--- src/rtl/ipapm_consts.vh ---
// Register map, field positions and fixed codes of the interrupt controller
`ifndef IPAPM_CONSTS_VH
`define IPAPM_CONSTS_VH

`define IPAPM_ADDR_ENABLE 8'ha8
`define IPAPM_ADDR_PRIO 8'hb8
`define IPAPM_ADDR_POWER 8'h80
`define IPAPM_ADDR_FLAGS 8'h84
`define IPAPM_ADDR_STATUS 8'h88
`define IPAPM_ADDR_EDGE 8'h8c

`define IPAPM_EN_GLOBAL 7
`define IPAPM_EN_MASK 8'h8f
`define IPAPM_SRC_MSB 3
`define IPAPM_PWR_IDLE 0
`define IPAPM_PWR_DOWN 1
`define IPAPM_PWR_SLOW 5

`define IPAPM_SRC_EXT_A 0
`define IPAPM_SRC_EXT_B 2
`define IPAPM_SRC_TMR_A 1
`define IPAPM_SRC_TMR_B 3
`define IPAPM_EDGE_A 0
`define IPAPM_EDGE_B 1

`define IPAPM_VEC_EXT_A 16'h0003
`define IPAPM_VEC_TMR_A 16'h000b
`define IPAPM_VEC_EXT_B 16'h0013
`define IPAPM_VEC_TMR_B 16'h001b

`define IPAPM_RESP_OKAY 2'h0
`define IPAPM_RESP_DECERR 2'h3

`define IPAPM_SETTLE_DEFAULT 16'h03e8

`endif

--- src/rtl/ipapm_sync.v ---
// Three-stage pin synchroniser; output moves once stages two and three agree
`timescale 1ns/100ps
`default_nettype none
module ipapm_sync #(
	parameter WIDTH = 2,
	parameter [WIDTH-1:0] INIT = {WIDTH{1'b1}}
) (
	input wire sys_clk,
	input wire sys_rst,
	input wire [WIDTH-1:0] pinIn,
	output reg [WIDTH-1:0] pinOut_q
);
	reg [WIDTH-1:0] stage1_q;
	reg [WIDTH-1:0] stage2_q;
	reg [WIDTH-1:0] stage3_q;
	integer i;

	always @(posedge sys_clk) begin
		if (sys_rst) begin
			stage1_q <= INIT;
			stage2_q <= INIT;
			stage3_q <= INIT;
			pinOut_q <= INIT;
		end else begin
			stage1_q <= pinIn;
			stage2_q <= stage1_q;
			stage3_q <= stage2_q;
			for (i = 0; i < WIDTH; i = i + 1) begin
				if (stage2_q[i] == stage3_q[i]) begin
					pinOut_q[i] <= stage3_q[i];
				end
			end
		end
	end
endmodule
`default_nettype wire

--- src/rtl/ipapm_resolve.v ---
// Two-level priority resolver with fixed order inside each level
`timescale 1ns/100ps
`default_nettype none
module ipapm_resolve (
	input wire [3:0] req,
	input wire [3:0] highSel,
	input wire inProgHigh,
	input wire inProgLow,
	output reg grant,
	output reg [1:0] grantIdx,
	output reg grantHigh
);
	wire [3:0] highReq;
	wire [3:0] lowReq;

	assign highReq = req & highSel;
	assign lowReq = req & ~highSel;

	// Lowest index wins: ext A, timer A, ext B, timer B
	function [1:0] firstIdx;
		input [3:0] r;
		begin
			if (r[0]) firstIdx = 2'h0;
			else if (r[1]) firstIdx = 2'h1;
			else if (r[2]) firstIdx = 2'h2;
			else firstIdx = 2'h3;
		end
	endfunction

	always @* begin
		grant = 1'b0;
		grantIdx = 2'h0;
		grantHigh = 1'b0;
		if (inProgHigh) begin
			grant = 1'b0;
		end else if (|highReq) begin
			grant = 1'b1;
			grantIdx = firstIdx(highReq);
			grantHigh = 1'b1;
		end else if (!inProgLow && |lowReq) begin
			grant = 1'b1;
			grantIdx = firstIdx(lowReq);
		end
	end
endmodule
`default_nettype wire

--- src/rtl/ipapm_ctrl.v ---
// Interrupt priority controller with idle and power-down control
`timescale 1ns/100ps
`default_nettype none
`include "ipapm_consts.vh"
module ipapm_ctrl #(
	parameter [15:0] SETTLE_CYCLES = `IPAPM_SETTLE_DEFAULT
) (
	input wire sys_clk,
	input wire sys_rst,
	input wire [7:0] s_axi_awaddr,
	input wire s_axi_awvalid,
	output reg s_axi_awready,
	input wire [31:0] s_axi_wdata,
	input wire [3:0] s_axi_wstrb,
	input wire s_axi_wvalid,
	output reg s_axi_wready,
	output reg [1:0] s_axi_bresp,
	output reg s_axi_bvalid,
	input wire s_axi_bready,
	input wire [7:0] s_axi_araddr,
	input wire s_axi_arvalid,
	output reg s_axi_arready,
	output reg [31:0] s_axi_rdata,
	output reg [1:0] s_axi_rresp,
	output reg s_axi_rvalid,
	input wire s_axi_rready,
	input wire extRequestA_n,
	input wire extRequestB_n,
	input wire timerAOverflow,
	input wire timerBOverflow,
	input wire flagSampleState,
	input wire pollCycle,
	input wire lastCycle,
	input wire instrHoldoff,
	input wire returnFromService,
	output reg hardwareVectorCall_q,
	output reg [15:0] vectorAddr_q,
	output reg inProgHigh_q,
	output reg inProgLow_q,
	output reg cpuRun_q,
	output reg mainOscRun_q,
	output reg slowOscRun_q,
	output reg periphRun_q,
	output reg portsHigh_q,
	output reg coreReset_q
);
	////////////////////////////////////////////////////////////////////////
	// State
	reg [7:0] enable_q;
	reg [3:0] prioSel_q;
	reg [3:0] flags_q;
	reg [3:0] flags_d;
	reg [1:0] edgeSel_q;
	reg keepSlowOsc_q;
	reg idle_q;
	reg powerDown_q;
	reg settling_q;
	reg [15:0] settleCnt_q;
	reg [3:0] sample_q;
	reg sampleValid_q;
	reg busHoldoff_q;
	reg extAPrev_q;
	reg extBPrev_q;
	reg [7:0] awAddr_q;
	reg awHeld_q;
	reg [7:0] wByte_q;
	reg wLaneOn_q;
	reg wHeld_q;

	wire [1:0] extSync;
	wire extALow;
	wire extBLow;
	wire grant;
	wire [1:0] grantIdx;
	wire grantHigh;
	wire [3:0] enabledReq;
	wire callNow;
	wire doWrite;
	wire anyEnabled;
	wire wakePd;

	////////////////////////////////////////////////////////////////////////
	// Pin synchronisation and priority resolution
	ipapm_sync #(
		.WIDTH(2),
		.INIT(2'h3)
	) u_sync (
		.sys_clk(sys_clk),
		.sys_rst(sys_rst),
		.pinIn({extRequestB_n, extRequestA_n}),
		.pinOut_q(extSync)
	);

	assign extALow = ~extSync[0];
	assign extBLow = ~extSync[1];

	ipapm_resolve u_resolve (
		.req(sample_q),
		.highSel(prioSel_q),
		.inProgHigh(inProgHigh_q),
		.inProgLow(inProgLow_q),
		.grant(grant),
		.grantIdx(grantIdx),
		.grantHigh(grantHigh)
	);

	// Each source gated by its own bit and the global gate
	assign enabledReq = flags_q & enable_q[`IPAPM_SRC_MSB:0] &
		{4{enable_q[`IPAPM_EN_GLOBAL]}};
	assign anyEnabled = |enabledReq;

	assign callNow = pollCycle & sampleValid_q & grant & lastCycle &
		~instrHoldoff & ~busHoldoff_q;

	// Only level-mode, enabled external requests can end power-down
	assign wakePd = (enabledReq[`IPAPM_SRC_EXT_A] &
		~edgeSel_q[`IPAPM_EDGE_A]) |
		(enabledReq[`IPAPM_SRC_EXT_B] & ~edgeSel_q[`IPAPM_EDGE_B]);

	assign doWrite = awHeld_q & wHeld_q & ~s_axi_bvalid;

	function [15:0] vectorOf;
		input [1:0] idx;
		begin
			case (idx)
				2'h0: vectorOf = `IPAPM_VEC_EXT_A;
				2'h1: vectorOf = `IPAPM_VEC_TMR_A;
				2'h2: vectorOf = `IPAPM_VEC_EXT_B;
				default: vectorOf = `IPAPM_VEC_TMR_B;
			endcase
		end
	endfunction

	function wrHit;
		input [7:0] addr;
		input [7:0] target;
		begin
			wrHit = (addr == target);
		end
	endfunction

	////////////////////////////////////////////////////////////////////////
	// Request flags: hardware set wins over any clear in the same cycle
	always @* begin
		flags_d = flags_q;
		if (doWrite && wLaneOn_q && wrHit(awAddr_q, `IPAPM_ADDR_FLAGS)) begin
			flags_d = wByte_q[`IPAPM_SRC_MSB:0];
		end
		if (callNow) begin
			flags_d[grantIdx] = 1'b0;
		end
		if (edgeSel_q[`IPAPM_EDGE_A]) begin
			if (extALow && !extAPrev_q) begin
				flags_d[`IPAPM_SRC_EXT_A] = 1'b1;
			end
		end else begin
			// Level mode follows the pin; source must release before return
			flags_d[`IPAPM_SRC_EXT_A] = extALow;
		end
		if (edgeSel_q[`IPAPM_EDGE_B]) begin
			if (extBLow && !extBPrev_q) begin
				flags_d[`IPAPM_SRC_EXT_B] = 1'b1;
			end
		end else begin
			flags_d[`IPAPM_SRC_EXT_B] = extBLow;
		end
		if (timerAOverflow) begin
			flags_d[`IPAPM_SRC_TMR_A] = 1'b1;
		end
		if (timerBOverflow) begin
			flags_d[`IPAPM_SRC_TMR_B] = 1'b1;
		end
	end

	////////////////////////////////////////////////////////////////////////
	// Sampling, polling, vectoring and return
	always @(posedge sys_clk) begin
		if (sys_rst) begin
			flags_q <= 4'h0;
			extAPrev_q <= 1'b0;
			extBPrev_q <= 1'b0;
			sample_q <= 4'h0;
			sampleValid_q <= 1'b0;
			busHoldoff_q <= 1'b0;
			hardwareVectorCall_q <= 1'b0;
			vectorAddr_q <= 16'h0000;
			inProgHigh_q <= 1'b0;
			inProgLow_q <= 1'b0;
		end else begin
			flags_q <= flags_d;
			extAPrev_q <= extALow;
			extBPrev_q <= extBLow;
			if (flagSampleState) begin
				sample_q <= enabledReq;
				sampleValid_q <= 1'b1;
			end else if (pollCycle) begin
				sampleValid_q <= 1'b0;
			end
			// A bus write to enable or priority defers the next call
			if (doWrite && (wrHit(awAddr_q, `IPAPM_ADDR_ENABLE) ||
				wrHit(awAddr_q, `IPAPM_ADDR_PRIO))) begin
				busHoldoff_q <= 1'b1;
			end else if (pollCycle && lastCycle) begin
				busHoldoff_q <= 1'b0;
			end
			hardwareVectorCall_q <= callNow;
			if (callNow) begin
				vectorAddr_q <= vectorOf(grantIdx);
				if (grantHigh) begin
					inProgHigh_q <= 1'b1;
				end else begin
					inProgLow_q <= 1'b1;
				end
			end else if (returnFromService) begin
				// Only this return clears progress; a plain return never does
				if (inProgHigh_q) begin
					inProgHigh_q <= 1'b0;
				end else begin
					inProgLow_q <= 1'b0;
				end
			end
		end
	end

	////////////////////////////////////////////////////////////////////////
	// Idle, power-down and reset outputs
	always @(posedge sys_clk) begin
		if (sys_rst) begin
			idle_q <= 1'b0;
			powerDown_q <= 1'b0;
			settling_q <= 1'b0;
			settleCnt_q <= 16'h0000;
			cpuRun_q <= 1'b0;
			mainOscRun_q <= 1'b1;
			slowOscRun_q <= 1'b1;
			periphRun_q <= 1'b0;
			portsHigh_q <= 1'b1;
			coreReset_q <= 1'b1;
		end else begin
			portsHigh_q <= 1'b0;
			coreReset_q <= 1'b0;
			if (doWrite && wLaneOn_q && wrHit(awAddr_q, `IPAPM_ADDR_POWER)) begin
				idle_q <= wByte_q[`IPAPM_PWR_IDLE];
				powerDown_q <= wByte_q[`IPAPM_PWR_DOWN];
			end else if (powerDown_q && wakePd) begin
				powerDown_q <= 1'b0;
				idle_q <= 1'b0;
				settling_q <= 1'b1;
				settleCnt_q <= SETTLE_CYCLES;
			end else if (idle_q && !powerDown_q && anyEnabled) begin
				idle_q <= 1'b0;
			end
			// Restarted oscillator is given time before the core runs again
			if (settling_q) begin
				if (settleCnt_q == 16'h0000) begin
					settling_q <= 1'b0;
				end else begin
					settleCnt_q <= settleCnt_q - 16'h0001;
				end
			end
			cpuRun_q <= ~idle_q & ~powerDown_q & ~settling_q;
			mainOscRun_q <= ~powerDown_q;
			slowOscRun_q <= ~powerDown_q | keepSlowOsc_q;
			periphRun_q <= ~powerDown_q;
		end
	end

	////////////////////////////////////////////////////////////////////////
	// Register writes
	always @(posedge sys_clk) begin
		if (sys_rst) begin
			enable_q <= 8'h00;
			prioSel_q <= 4'h0;
			edgeSel_q <= 2'h0;
			keepSlowOsc_q <= 1'b0;
		end else if (doWrite && wLaneOn_q) begin
			case (awAddr_q)
				`IPAPM_ADDR_ENABLE: begin
					enable_q <= wByte_q & `IPAPM_EN_MASK;
				end
				`IPAPM_ADDR_PRIO: begin
					// Reserved upper bits are not stored
					prioSel_q <= wByte_q[`IPAPM_SRC_MSB:0];
				end
				`IPAPM_ADDR_EDGE: begin
					edgeSel_q <= wByte_q[`IPAPM_EDGE_B:0];
				end
				`IPAPM_ADDR_POWER: begin
					keepSlowOsc_q <= wByte_q[`IPAPM_PWR_SLOW];
				end
				default: begin
					enable_q <= enable_q;
				end
			endcase
		end
	end

	function wrValid;
		input [7:0] addr;
		begin
			wrValid = (addr == `IPAPM_ADDR_ENABLE) ||
				(addr == `IPAPM_ADDR_PRIO) ||
				(addr == `IPAPM_ADDR_POWER) ||
				(addr == `IPAPM_ADDR_FLAGS) ||
				(addr == `IPAPM_ADDR_STATUS) ||
				(addr == `IPAPM_ADDR_EDGE);
		end
	endfunction

	////////////////////////////////////////////////////////////////////////
	// AXI4-Lite write channel
	always @(posedge sys_clk) begin
		if (sys_rst) begin
			s_axi_awready <= 1'b1;
			s_axi_wready <= 1'b1;
			s_axi_bvalid <= 1'b0;
			s_axi_bresp <= `IPAPM_RESP_OKAY;
			awHeld_q <= 1'b0;
			awAddr_q <= 8'h00;
			wHeld_q <= 1'b0;
			wByte_q <= 8'h00;
			wLaneOn_q <= 1'b0;
		end else begin
			if (s_axi_awvalid && s_axi_awready) begin
				awAddr_q <= s_axi_awaddr;
				awHeld_q <= 1'b1;
				s_axi_awready <= 1'b0;
			end
			if (s_axi_wvalid && s_axi_wready) begin
				wByte_q <= s_axi_wdata[7:0];
				wLaneOn_q <= s_axi_wstrb[0];
				wHeld_q <= 1'b1;
				s_axi_wready <= 1'b0;
			end
			if (doWrite) begin
				awHeld_q <= 1'b0;
				wHeld_q <= 1'b0;
				s_axi_bvalid <= 1'b1;
				s_axi_bresp <= wrValid(awAddr_q) ? `IPAPM_RESP_OKAY :
					`IPAPM_RESP_DECERR;
			end else if (s_axi_bvalid && s_axi_bready) begin
				s_axi_bvalid <= 1'b0;
				s_axi_awready <= 1'b1;
				s_axi_wready <= 1'b1;
			end
		end
	end

	////////////////////////////////////////////////////////////////////////
	// AXI4-Lite read channel
	always @(posedge sys_clk) begin
		if (sys_rst) begin
			s_axi_arready <= 1'b1;
			s_axi_rvalid <= 1'b0;
			s_axi_rdata <= 32'h00000000;
			s_axi_rresp <= `IPAPM_RESP_OKAY;
		end else if (s_axi_arvalid && s_axi_arready) begin
			s_axi_arready <= 1'b0;
			s_axi_rvalid <= 1'b1;
			s_axi_rresp <= `IPAPM_RESP_OKAY;
			case (s_axi_araddr)
				`IPAPM_ADDR_ENABLE: s_axi_rdata <= {24'h000000, enable_q};
				`IPAPM_ADDR_PRIO: s_axi_rdata <= {28'h0000000, prioSel_q};
				`IPAPM_ADDR_POWER: s_axi_rdata <= {26'h0, keepSlowOsc_q,
					3'h0, powerDown_q, idle_q};
				`IPAPM_ADDR_FLAGS: s_axi_rdata <= {28'h0000000, flags_q};
				`IPAPM_ADDR_STATUS: s_axi_rdata <= {27'h0, settling_q,
					sampleValid_q, busHoldoff_q, inProgHigh_q, inProgLow_q};
				`IPAPM_ADDR_EDGE: s_axi_rdata <= {30'h0, edgeSel_q};
				default: begin
					s_axi_rdata <= 32'h00000000;
					s_axi_rresp <= `IPAPM_RESP_DECERR;
				end
			endcase
		end else if (s_axi_rvalid && s_axi_rready) begin
			s_axi_rvalid <= 1'b0;
			s_axi_arready <= 1'b1;
		end
	end
endmodule
`default_nettype wire

--- config.mk ---
export PLATFORM = sky130hd
export DESIGN_NAME = ipapm_ctrl
export DESIGN_NICKNAME = d
export VERILOG_FILES = /design/src/rtl/ipapm_sync.v /design/src/rtl/ipapm_resolve.v /design/src/rtl/ipapm_ctrl.v
export VERILOG_INCLUDE_DIRS = /design/src /design/src/rtl
export SDC_FILE = /design/constraint.sdc
export NUM_CORES = 1
export LEC_CHECK = 0
export ABC_AREA = 1
export BUFFER_PORTS_ARGS = -buffer_cell sky130_fd_sc_hd__buf_4
export CAP_MARGIN = 20
export CELL_PAD_IN_SITES_DETAIL_PLACEMENT = 0
export CELL_PAD_IN_SITES_GLOBAL_PLACEMENT = 1
export CORE_UTILIZATION = 39
export DETAILED_ROUTE_END_ITERATION = 8
export PLACE_DENSITY_LB_ADDON = 0.1
export SLEW_MARGIN = 5
export SYNTH_ARGS = -nofsm -noshare
export SYNTH_HDL_FRONTEND = slang
export SYNTH_SLANG_ARGS = --single-unit
--- constraint.sdc ---
create_clock -name sys_clk -period 3.2 [get_ports sys_clk]
set_clock_uncertainty 0.2 [all_clocks]
set_input_delay 0.32 -clock sys_clk [delete_from_list [all_inputs] [get_ports sys_clk]]
set_output_delay 0.32 -clock sys_clk [all_outputs]
set_load 0.1 [all_outputs]
==> impl_metrics.tcl, run 1 <==
set metrics [dict create \
    status "completed" \
    cts-root-buf "clkbuf_16" \
    fin_crit_sh_pct 54.9 \
    post_cts_resized 0 \
    tightest_slew_ns 0.690 \
    overflow 0 \
    dieArea_um2 12300 \
    switching_share_pct 29.6 \
    num_rows 39 \
    synth_cell_types 37 \
    slew_violations 0 \
    crit_family "buffers and inverters" \
    cp_common_cell "inv_1" \
    slowest_stage "dfxtp_1" \
    p_leak_nw 2.65 \
    grt_first_pass_wirelength_mm 17.7 \
    synth_cells 661 \
    finalInstanceArea_um2 5410 \
    chipHeight_um 111 \
    grt_pass1_vias 3794 \
    powerDensity_nw_per_um2 527 \
    clock_power_share_pct 40.8 \
    syn2layout_area_growth_pct 17.2 \
    io_buffer_count 67 \
    dpl_cell_area_um2 5040 \
    fp.dieW_um 111 \
    clkSinkCount 93 \
    cp.buffers_inverters 3 \
    yosysWarnings 0 \
    layout_commonest_cell "nand2_1" \
    cts_max_path_buffers 2 \
    power_frac_comb_pct 16.4 \
    relSlewSlack_pct 53.8 \
    wl_mm 10.5 \
    vias 4006 \
    report.final.hold_viol_count 0 \
    ios 134 \
    core-area_um2 11500 \
    yosys.area.top_type_share_pct 40.3 \
    gr-usage-all-layers_pct 18.0 \
    cts_tree "done" \
    final_cell_mix "nand2_1 (137), dfxtp_1 (93), nor2_1 (80)" \
    hpwl_mm 7.79 \
    setup_violations 0 \
    drive_gt1_share_pct 16.3 \
    p_int_mw 2.01 \
    hold_ws_ns 0.0208 \
    first_pass_iters 4 \
    final_core_util_pct 47.2 \
    cp_max_fo 15 \
    period_needed_ns 1.76 \
    post_cts_buffers 0 \
    ctsHoldBuffers 4 \
    diodes 0 \
    p_sw_mw 0.845 \
    h-tree-depth 3 \
    tns_ns 0 \
    cts_buffers 9 \
    min_path_type "in -> reg" \
    required_ns 3.24 \
    drt-vias-per-instance 4.61 \
    arrival_ns 1.80 \
    grt_max_degree 45 \
    seq_area_frac_synth_pct 40.3 \
    slowest_delay_ns 0.35 \
    synth_area_leaders "dfxtp_1 (40%), nand2_1 (11%), buf_4 (7.0%), nor2_1 (6.5%), inv_1 (6.3%)" \
    syn_area_um2 4620 \
    path_clk_slew_ns 0.06 \
    synth_area_per_cell_um2 6.98 \
    ys_async_sr_fraction_pct 0 \
    yosys.area.top_type "dfxtp_1" \
    rsz0062_at_grt "false" \
    reg2reg_slack_ns 1.44 \
    ys_ff_latch 93 \
    first_iter_violations 151 \
    critical_path_class "reg -> reg" \
    routedWlPerCell_um 12.1 \
    antenna_found_initial 0 \
    worstSetupEndpointType "flip-flop" \
    peakVddDrop_mv 0.392 \
    max_freq_ghz 0.569 \
    drc 0 \
    gp_congestion 0.799 \
    seqPwrFrac_pct 42.8 \
    initial_utilization_pct 40.3 \
    detail-route-antenna-nets 0 \
    startpoint_type "flip-flop" \
    synth-edff-count 0 \
    nets 791 \
    ys.flop_type "dfxtp_1" \
    clock_latency_ns 0.35 \
    cp_cell_sequence "inv_1 -> ha_1 -> nand2_1 -> nor2_1 -> nand2_2 -> nand2_4 -> inv_2 -> a21oi_1 -> o21ai_0 -> inv_1" \
    max_cap_violations 0 \
]
[per-layer routing]
metal	part of all wire [%]	vias to the layer above	routed length (um)	global-route usage, %
met5	0	-	0	0
met4	1.6	0	173	5.60
met3	4.5	13	476	5.63
met2	47	98	4910	29.9
met1	47	1766	4980	22.1
li1	-	2129	-	-
[tightest hold or removal path, cell delays in order]
cell	delay [ns]
buf_4	0.08
nand2_1	0.04
nand2_1	0.05
inv_1	0.03
[synthesized netlist by cell type, drive strengths merged (2+ instances only)]
library cell,n
xor2,7
nand3,55
a21oi,49
o211ai,4
nand4,8
inv,79
buf,49
nor3,2
nor2,92
nor3b,2
o21ai,44
clkbuf,11
dfxtp,93
or2,10
ha,2
clkinv,2
nand2,143
a211oi,2
maj3,2
[layout make-up]
class / count / area (um^2)
well taps: 143 / 179
flip-flops and latches: 93 / 1860
fillers: 1184 / 6060
multi-input cells: 463 / 2180
repair buffers: 73 / 558
inverters: 81 / 304
clock inverters: 3 / 67.6
clock buffers: 13 / 260
[logic make-up (layout without fill, tap and decap cells)]
group,count (synthesis),in the layout,synth area share (%)
XOR/XNOR,7,7,1.33
AO/OA/AOI/OAI,101,101,11.5
AND/OR/NAND/NOR,314,314,30.4
other,1,37,0.0812
flip-flops,93,93,40.3
adder cells (fa/ha/maj),4,4,0.976
buffers and inverters,141,170,15.4
[power groups by stage]
stage | Clock, mW | Combinational, mW | Sequential (mW)
global route | 1.25 | 0.494 | 1.22
finish | 1.17 | 0.467 | 1.22
detailed placement | 0 | 0.464 | 1.25
CTS | 1.20 | 0.469 | 1.22
floorplan | 0 | 0.348 | 1.31
global placement | 0 | 0.460 | 1.25
[sequential cells by signal, summed over array words and instances (netlist names), 2 cells and up]
name and cells:
settleCnt_q 16, u_sync.stage3_q 2, awAddr_q 8, flags_q 4, u_sync.stage2_q 2, sample_q 4
s_axi_rdata 7, edgeSel_q 2, u_sync.pinOut_q 2, wByte_q 6, enable_q 5, vectorAddr_q 3
u_sync.stage1_q 2, prioSel_q 4
[worst paths after layout]
kind | from | endpoint | cells past startpoint
min | returnFromService | inProgHigh_q$_SDFFE_PP0P_ | 4
max | settleCnt_q[0]$_SDFF_PP0_ | settleCnt_q[6]$_SDFF_PP0_ | 10
max reg2reg | settleCnt_q[0]$_SDFF_PP0_ | settleCnt_q[6]$_SDFF_PP0_ | 10
min reg2reg | u_sync.stage1_q[1]$_SDFF_PP1_ | u_sync.stage2_q[1]$_SDFF_PP1_ | 1
[stage by stage]
step	std cells	setup WS, ns	total power, mW
5_1_grt	869	1.28	2.97
3_3_place_gp	849	1.20	1.71
4_1_cts	869	1.44	2.89
6_report	869	1.44	2.85
3_5_place_dp	849	1.17	1.71
2_1_floorplan	697	1.13	1.66
No activity file was read; power rests on OpenSTA's default activity.
==> run 2: changes to the inputs <==
--- a/config.mk
+++ b/config.mk
@@ -11,7 +11,7 @@
 export CAP_MARGIN = 20
 export CELL_PAD_IN_SITES_DETAIL_PLACEMENT = 0
 export CELL_PAD_IN_SITES_GLOBAL_PLACEMENT = 1
-export CORE_UTILIZATION = 39
+export CORE_UTILIZATION = 33
 export DETAILED_ROUTE_END_ITERATION = 8
 export PLACE_DENSITY_LB_ADDON = 0.1
 export SLEW_MARGIN = 5
==> constraint.sdc (replaced) <==
create_clock -name sys_clk -period 1.6 [get_ports sys_clk]
set_clock_uncertainty 0.2 [all_clocks]
set_input_delay 0.16 -clock sys_clk [delete_from_list [all_inputs] [get_ports sys_clk]]
set_output_delay 0.16 -clock sys_clk [all_outputs]
set_load 0.1 [all_outputs]
==> run 2 against run 1 <==
Against the previous run:
- final cell count is 14% higher
- worst hold slack improved by 0.027 ns
- total power is 100% higher
- first-iteration DRC count grew 17%
- non-clock buffer count grew 92
- clock-buffer cell count decreased by 3
- via count is 9.9% higher
- sequential power up 100%
- register-to-register slack worse by 1.4 ns
- sequential cell count did not move
- critical path type unchanged
==> impl_metrics.tcl, run 2 (synthesized netlist as in run 1, its figures left out) <==
set metrics [dict create \
    slew_violations 0 \
    vias 4401 \
    worstSetupEndpointType "flip-flop" \
    num_rows 42 \
    top_register "settleCnt_q" \
    detail-route-antenna-nets 0 \
    hpwl_mm 8.56 \
    use_met3_pct 2.64 \
    dieArea_um2 14500 \
    busiest_layer "met2" \
    grt_util_met2_pct 26.8 \
    max_cap_violations 0 \
    dpl_cell_area_um2 5520 \
    grt_first_pass_wirelength_mm 19.4 \
    max_freq_ghz 0.633 \
    path_clk_slew_ns 0.07 \
    cts_buffers 9 \
    dp_cells 934 \
    h-tree-depth 3 \
    fp.dieW_um 120 \
    grt_pass1_vias 4033 \
    p_sw_mw 1.82 \
    setup_violations 0 \
    gp_congestion 0.771 \
    drc 0 \
    drt-vias-per-instance 4.43 \
    cts-root-buf "clkbuf_16" \
    wl_mm 12.0 \
    ios 134 \
    report.final.hold_viol_count 0 \
    gr-usage-all-layers_pct 17.0 \
    p_leak_nw 3.18 \
    cp_max_fo 8 \
    final_core_util_pct 48.8 \
    arrival_ns 1.61 \
    grt_max_degree 44 \
    critical_path_class "reg -> reg" \
    clock_power_share_pct 39.1 \
    cts_tree "done" \
    layout_commonest_cell "nand2_1" \
    final_cell_mix "nand2_1 (126), buf_4 (124), inv_1 (71)" \
    required_ns 1.63 \
    initial_utilization_pct 34.3 \
    min_path_type "in -> reg" \
    nets 883 \
    clock_latency_ns 0.34 \
    peakVddDrop_mv 0.603 \
    rsz0062_at_grt "true" \
    overflow 0 \
    grt_use_met1_pct 23.4 \
    drive_gt1_share_pct 32.3 \
    fin_crit_sh_pct 98.8 \
    p_int_mw 3.97 \
    first_pass_iters 4 \
    period_needed_ns 1.58 \
    status "completed" \
    tns_ns 0 \
    core-area_um2 13500 \
    io_buffer_count 67 \
    antenna_found_initial 0 \
    syn2layout_area_growth_pct 42.2 \
    power_frac_comb_pct 18.6 \
    startpoint_type "flip-flop" \
    routedWlPerCell_um 12.1 \
    switching_share_pct 31.4 \
    chipHeight_um 120 \
    largest_reg_flops 16 \
    powerDensity_nw_per_um2 881 \
    reg_top3 "settleCnt_q: 16 flops, awAddr_q: 8 flops, s_axi_rdata: 7 flops" \
    clkSinkCount 93 \
    seqPwrFrac_pct 42.3 \
    fin_cells 994 \
    first_iter_violations 176 \
    finalInstanceArea_um2 6570 \
    cts_max_path_buffers 2 \
    finalPower_mw 5.78 \
    diodes 0 \
]
-- run 2: cell count changes in the layout (fill, tap and decap cells not counted), moves of 9 or more --
cell	change
buf_4	+55
dlygate4sd3_1	+27
dfxtp_1	-24
dfxtp_2	+22
nor2_1	-15
nand2_1	-11
nor2_4	+11
nand2_2	+9
-- run 2: power groups by stage --
stage | Sequential, mW | Clock [mW] | Combinational [mW]
2_1_floorplan | 2.63 | 0 | 0.696
3_3_place_gp | 2.49 | 0 | 0.958
3_5_place_dp | 2.49 | 0 | 0.963
4_1_cts | 2.44 | 2.31 | 1.03
5_1_grt | 2.46 | 2.43 | 1.14
6_report | 2.45 | 2.26 | 1.08
-- run 2: stage by stage --
step           hold WS [ns]  setup WS (ns)
3_3_place_gp          0.147        -0.0287
6_report             0.0478         0.0199
4_1_cts              0.0298        0.00392
3_5_place_dp          0.149        -0.0636
5_1_grt              0.0828        -0.0738
2_1_floorplan       -0.0123         0.0110
-- run 2: timing repair --
item,4_1_cts,5_1_grt
pin swaps,1,18
gates cloned,0,1
endpoints found under the hold margin,38,0
hold buffers,33,0
gates resized for setup,15,95
setup buffers,0,12
setup endpoints to repair,17,45
-- run 2: area by class of cell --
type	instances	area, um^2
repair buffers	165	1370
clock inverters	6	65.1
multi-input cells	463	2450
flip-flops and latches	93	1900
fillers	1375	6890
well taps	176	220
inverters	81	314
clock buffers	10	250
-- run 2: worst paths after layout --
check	start	end	slack, ns	depth (start not counted)
max	s_axi_bvalid$_SDFFE_PP0P_	prioSel_q[2]$_SDFFE_PP0P_	0.02	6
min	s_axi_arvalid	s_axi_rresp[0]$_SDFFE_PP0P_	0.05	4
max reg2reg	s_axi_bvalid$_SDFFE_PP0P_	prioSel_q[2]$_SDFFE_PP0P_	0.02	6
min reg2reg	u_sync.stage1_q[0]$_SDFF_PP1_	u_sync.stage2_q[0]$_SDFF_PP1_	0.21	1
-- run 2: critical path: stages (launching register included) --
cell	delay, ns
dfxtp_4	0.35
inv_2	0.06
nand3_4	0.07
nor2_4	0.20
nor3b_4	0.36
or2_2	0.18
a21oi_1	0.05
-- run 2: layer usage --
metal	vias to the layer above	routed length [um]
met5	-	0
met4	0	159
met2	109	5360
met1	1951	5950
li1	2329	-
met3	12	524
==> run 3: changes to the inputs <==
--- a/config.mk
+++ b/config.mk
@@ -13,6 +13,7 @@
 export CELL_PAD_IN_SITES_GLOBAL_PLACEMENT = 1
 export CORE_UTILIZATION = 33
 export DETAILED_ROUTE_END_ITERATION = 8
+export MAX_ROUTING_LAYER = met4
 export PLACE_DENSITY_LB_ADDON = 0.1
 export SLEW_MARGIN = 5
 export SYNTH_ARGS = -nofsm -noshare
==> run 3 against run 2 <==
Against the previous run:
- critical path type unchanged
- via count fell by 0.68%
- sequential share of layout area barely moved
- register-to-register slack barely moved
- highest routed layer unchanged
==> impl_metrics.tcl, run 3 (synthesized netlist as in run 1, its figures left out) <==
set metrics [dict create \
    syn2layout_area_growth_pct 42.3 \
    drc 0 \
    wl_mm 12.0 \
    largest_reg_flops 16 \
    report.final.hold_viol_count 0 \
    p_leak_nw 3.18 \
    cts-root-buf "clkbuf_16" \
    min_path_cells 4 \
    arrival_ns 1.61 \
    reg2reg_slack_ns 0.02 \
    hpwl_mm 8.56 \
    peakVddDrop_mv 0.601 \
    clock_latency_ns 0.34 \
    worstSetupEndpointType "flip-flop" \
    routedWlPerCell_um 12.1 \
    powerDensity_nw_per_um2 879 \
    max_freq_ghz 0.631 \
    rsz0062_at_grt "true" \
    max_cap_violations 0 \
    first_iter_violations 177 \
    overflow 0 \
    min_path_type "in -> reg" \
    cp_max_fo 8 \
    min_from "s_axi_arvalid" \
    antenna_found_initial 0 \
    dieArea_um2 14500 \
    critical_path_class "reg -> reg" \
    slew_violations 0 \
    top_register "settleCnt_q" \
    reg_top3 "settleCnt_q: 16 flops, awAddr_q: 8 flops, s_axi_rdata: 7 flops" \
    switching_share_pct 31.3 \
    status "completed" \
    drive_gt1_share_pct 32.7 \
    gp_congestion 0.781 \
    clock_power_share_pct 39.0 \
    cts_tree "done" \
    period_needed_ns 1.58 \
    holdPathEnd "s_axi_rresp[0]$_SDFFE_PP0P_" \
    ios 134 \
    diodes 0 \
    p_int_mw 3.97 \
    layout_commonest_cell "nand2_1" \
    power_frac_comb_pct 18.6 \
    core-area_um2 13500 \
    reg2reg_to "prioSel_q[0]$_SDFFE_PP0P_" \
    io_buffer_count 67 \
    cts_max_path_buffers 2 \
    fp.dieW_um 120 \
    p_sw_mw 1.81 \
    hold_ws_ns 0.0510 \
    initial_utilization_pct 34.3 \
    gr-usage-all-layers_pct 17.4 \
    nets 882 \
    h-tree-depth 3 \
    path_clk_slew_ns 0.07 \
    chipHeight_um 120 \
    seqPwrFrac_pct 42.4 \
    drt-vias-per-instance 4.40 \
    pre_cts_slack_ns -0.0636 \
    startpoint_type "flip-flop" \
    grt_max_degree 44 \
    reg2regPathDepth 6 \
    required_ns 1.62 \
    fin_crit_sh_pct 99.1 \
    final_core_util_pct 48.8 \
    cts_buffers 9 \
    num_rows 42 \
    clkSinkCount 93 \
    detail-route-antenna-nets 0 \
    grt_pass1_vias 4032 \
    vias 4371 \
    first_pass_iters 4 \
    grt_first_pass_wirelength_mm 19.4 \
    worst_slack_ns 0.0151 \
    r2r_start "s_axi_bvalid$_SDFFE_PP0P_" \
    final_cell_mix "nand2_1 (122), buf_4 (121), inv_1 (71)" \
    setup_violations 0 \
]
[run 3: changes by cell type in the layout (fill, tap and decap cells not counted), sizes merged]
cell  change
buf       -1
[run 3: power by group through the flow]
stage | combinational, mW | sequential [mW] | clock, mW
2_1_floorplan | 0.696 | 2.63 | 0
3_3_place_gp | 0.958 | 2.49 | 0
3_5_place_dp | 0.963 | 2.49 | 0
4_1_cts | 1.03 | 2.44 | 2.31
5_1_grt | 1.14 | 2.46 | 2.43
6_report | 1.08 | 2.45 | 2.25
[run 3: stage by stage]
step | instance area [um^2] | TNS [ns] | std cells | total power [mW]
detailed placement | 5520 | -0.453 | 934 | 3.46
finish | 6570 | 0 | 993 | 5.77
CTS | 6200 | 0 | 983 | 5.79
global route | 6570 | -0.955 | 993 | 6.03
global placement | 5520 | -0.102 | 934 | 3.45
floorplan | 4770 | 0 | 697 | 3.32
[run 3: final cells by class]
| type | count | area, um^2 |
|---|---|---|
| well taps | 176 | 220 |
| clock inverters | 6 | 65.1 |
| flip-flops and latches | 93 | 1900 |
| fillers | 1375 | 6880 |
| clock buffers | 10 | 250 |
| multi-input cells | 463 | 2450 |
| repair buffers | 164 | 1370 |
| inverters | 81 | 314 |
[run 3: worst max-delay path by stage]
stage	startpoint	to	slack, ns	cells past startpoint
finish	s_axi_bvalid$_SDFFE_PP0P_	prioSel_q[0]$_SDFFE_PP0P_	0.02	6
detailed placement	settleCnt_q[0]$_SDFF_PP0_	settleCnt_q[13]$_SDFF_PP0_	-0.06	10
floorplan	s_axi_arready$_SDFFE_PP1P_	s_axi_rdata[7]$_SDFFE_PP0P_	0.01	4
global route	sampleValid_q$_SDFFE_PP0P_	flags_q[2]$_SDFF_PP0_	-0.08	11
CTS	settleCnt_q[0]$_SDFF_PP0_	settleCnt_q[13]$_SDFF_PP0_	0.004	10
global placement	settleCnt_q[0]$_SDFF_PP0_	settleCnt_q[6]$_SDFF_PP0_	-0.03	10
[run 3: worst max-delay path, stage by stage (launching register included)]
cell     delay (ns)
dfxtp_4        0.35
inv_2          0.06
nand3_4        0.07
nor2_4         0.20
nor3b_4        0.36
or2_4          0.18
a21oi_1        0.05
[run 3: repair_timing]
item,4_1_cts,5_1_grt
endpoints found under the hold margin,38,0
hold buffers,33,0
cloned,0,1
pin swaps,1,21
setup endpoints to repair,17,45
resized for setup,15,101
buffers inserted,0,12
[run 3: per-layer routing]
metal  global-route usage [%]  wire (um)  vias up
li1                         -          -     2325
met1                     23.4       5970     1931
met2                     26.8       5370      103
met3                     2.64        491       12
met4                     5.94        148        0
met5                        -          0        -
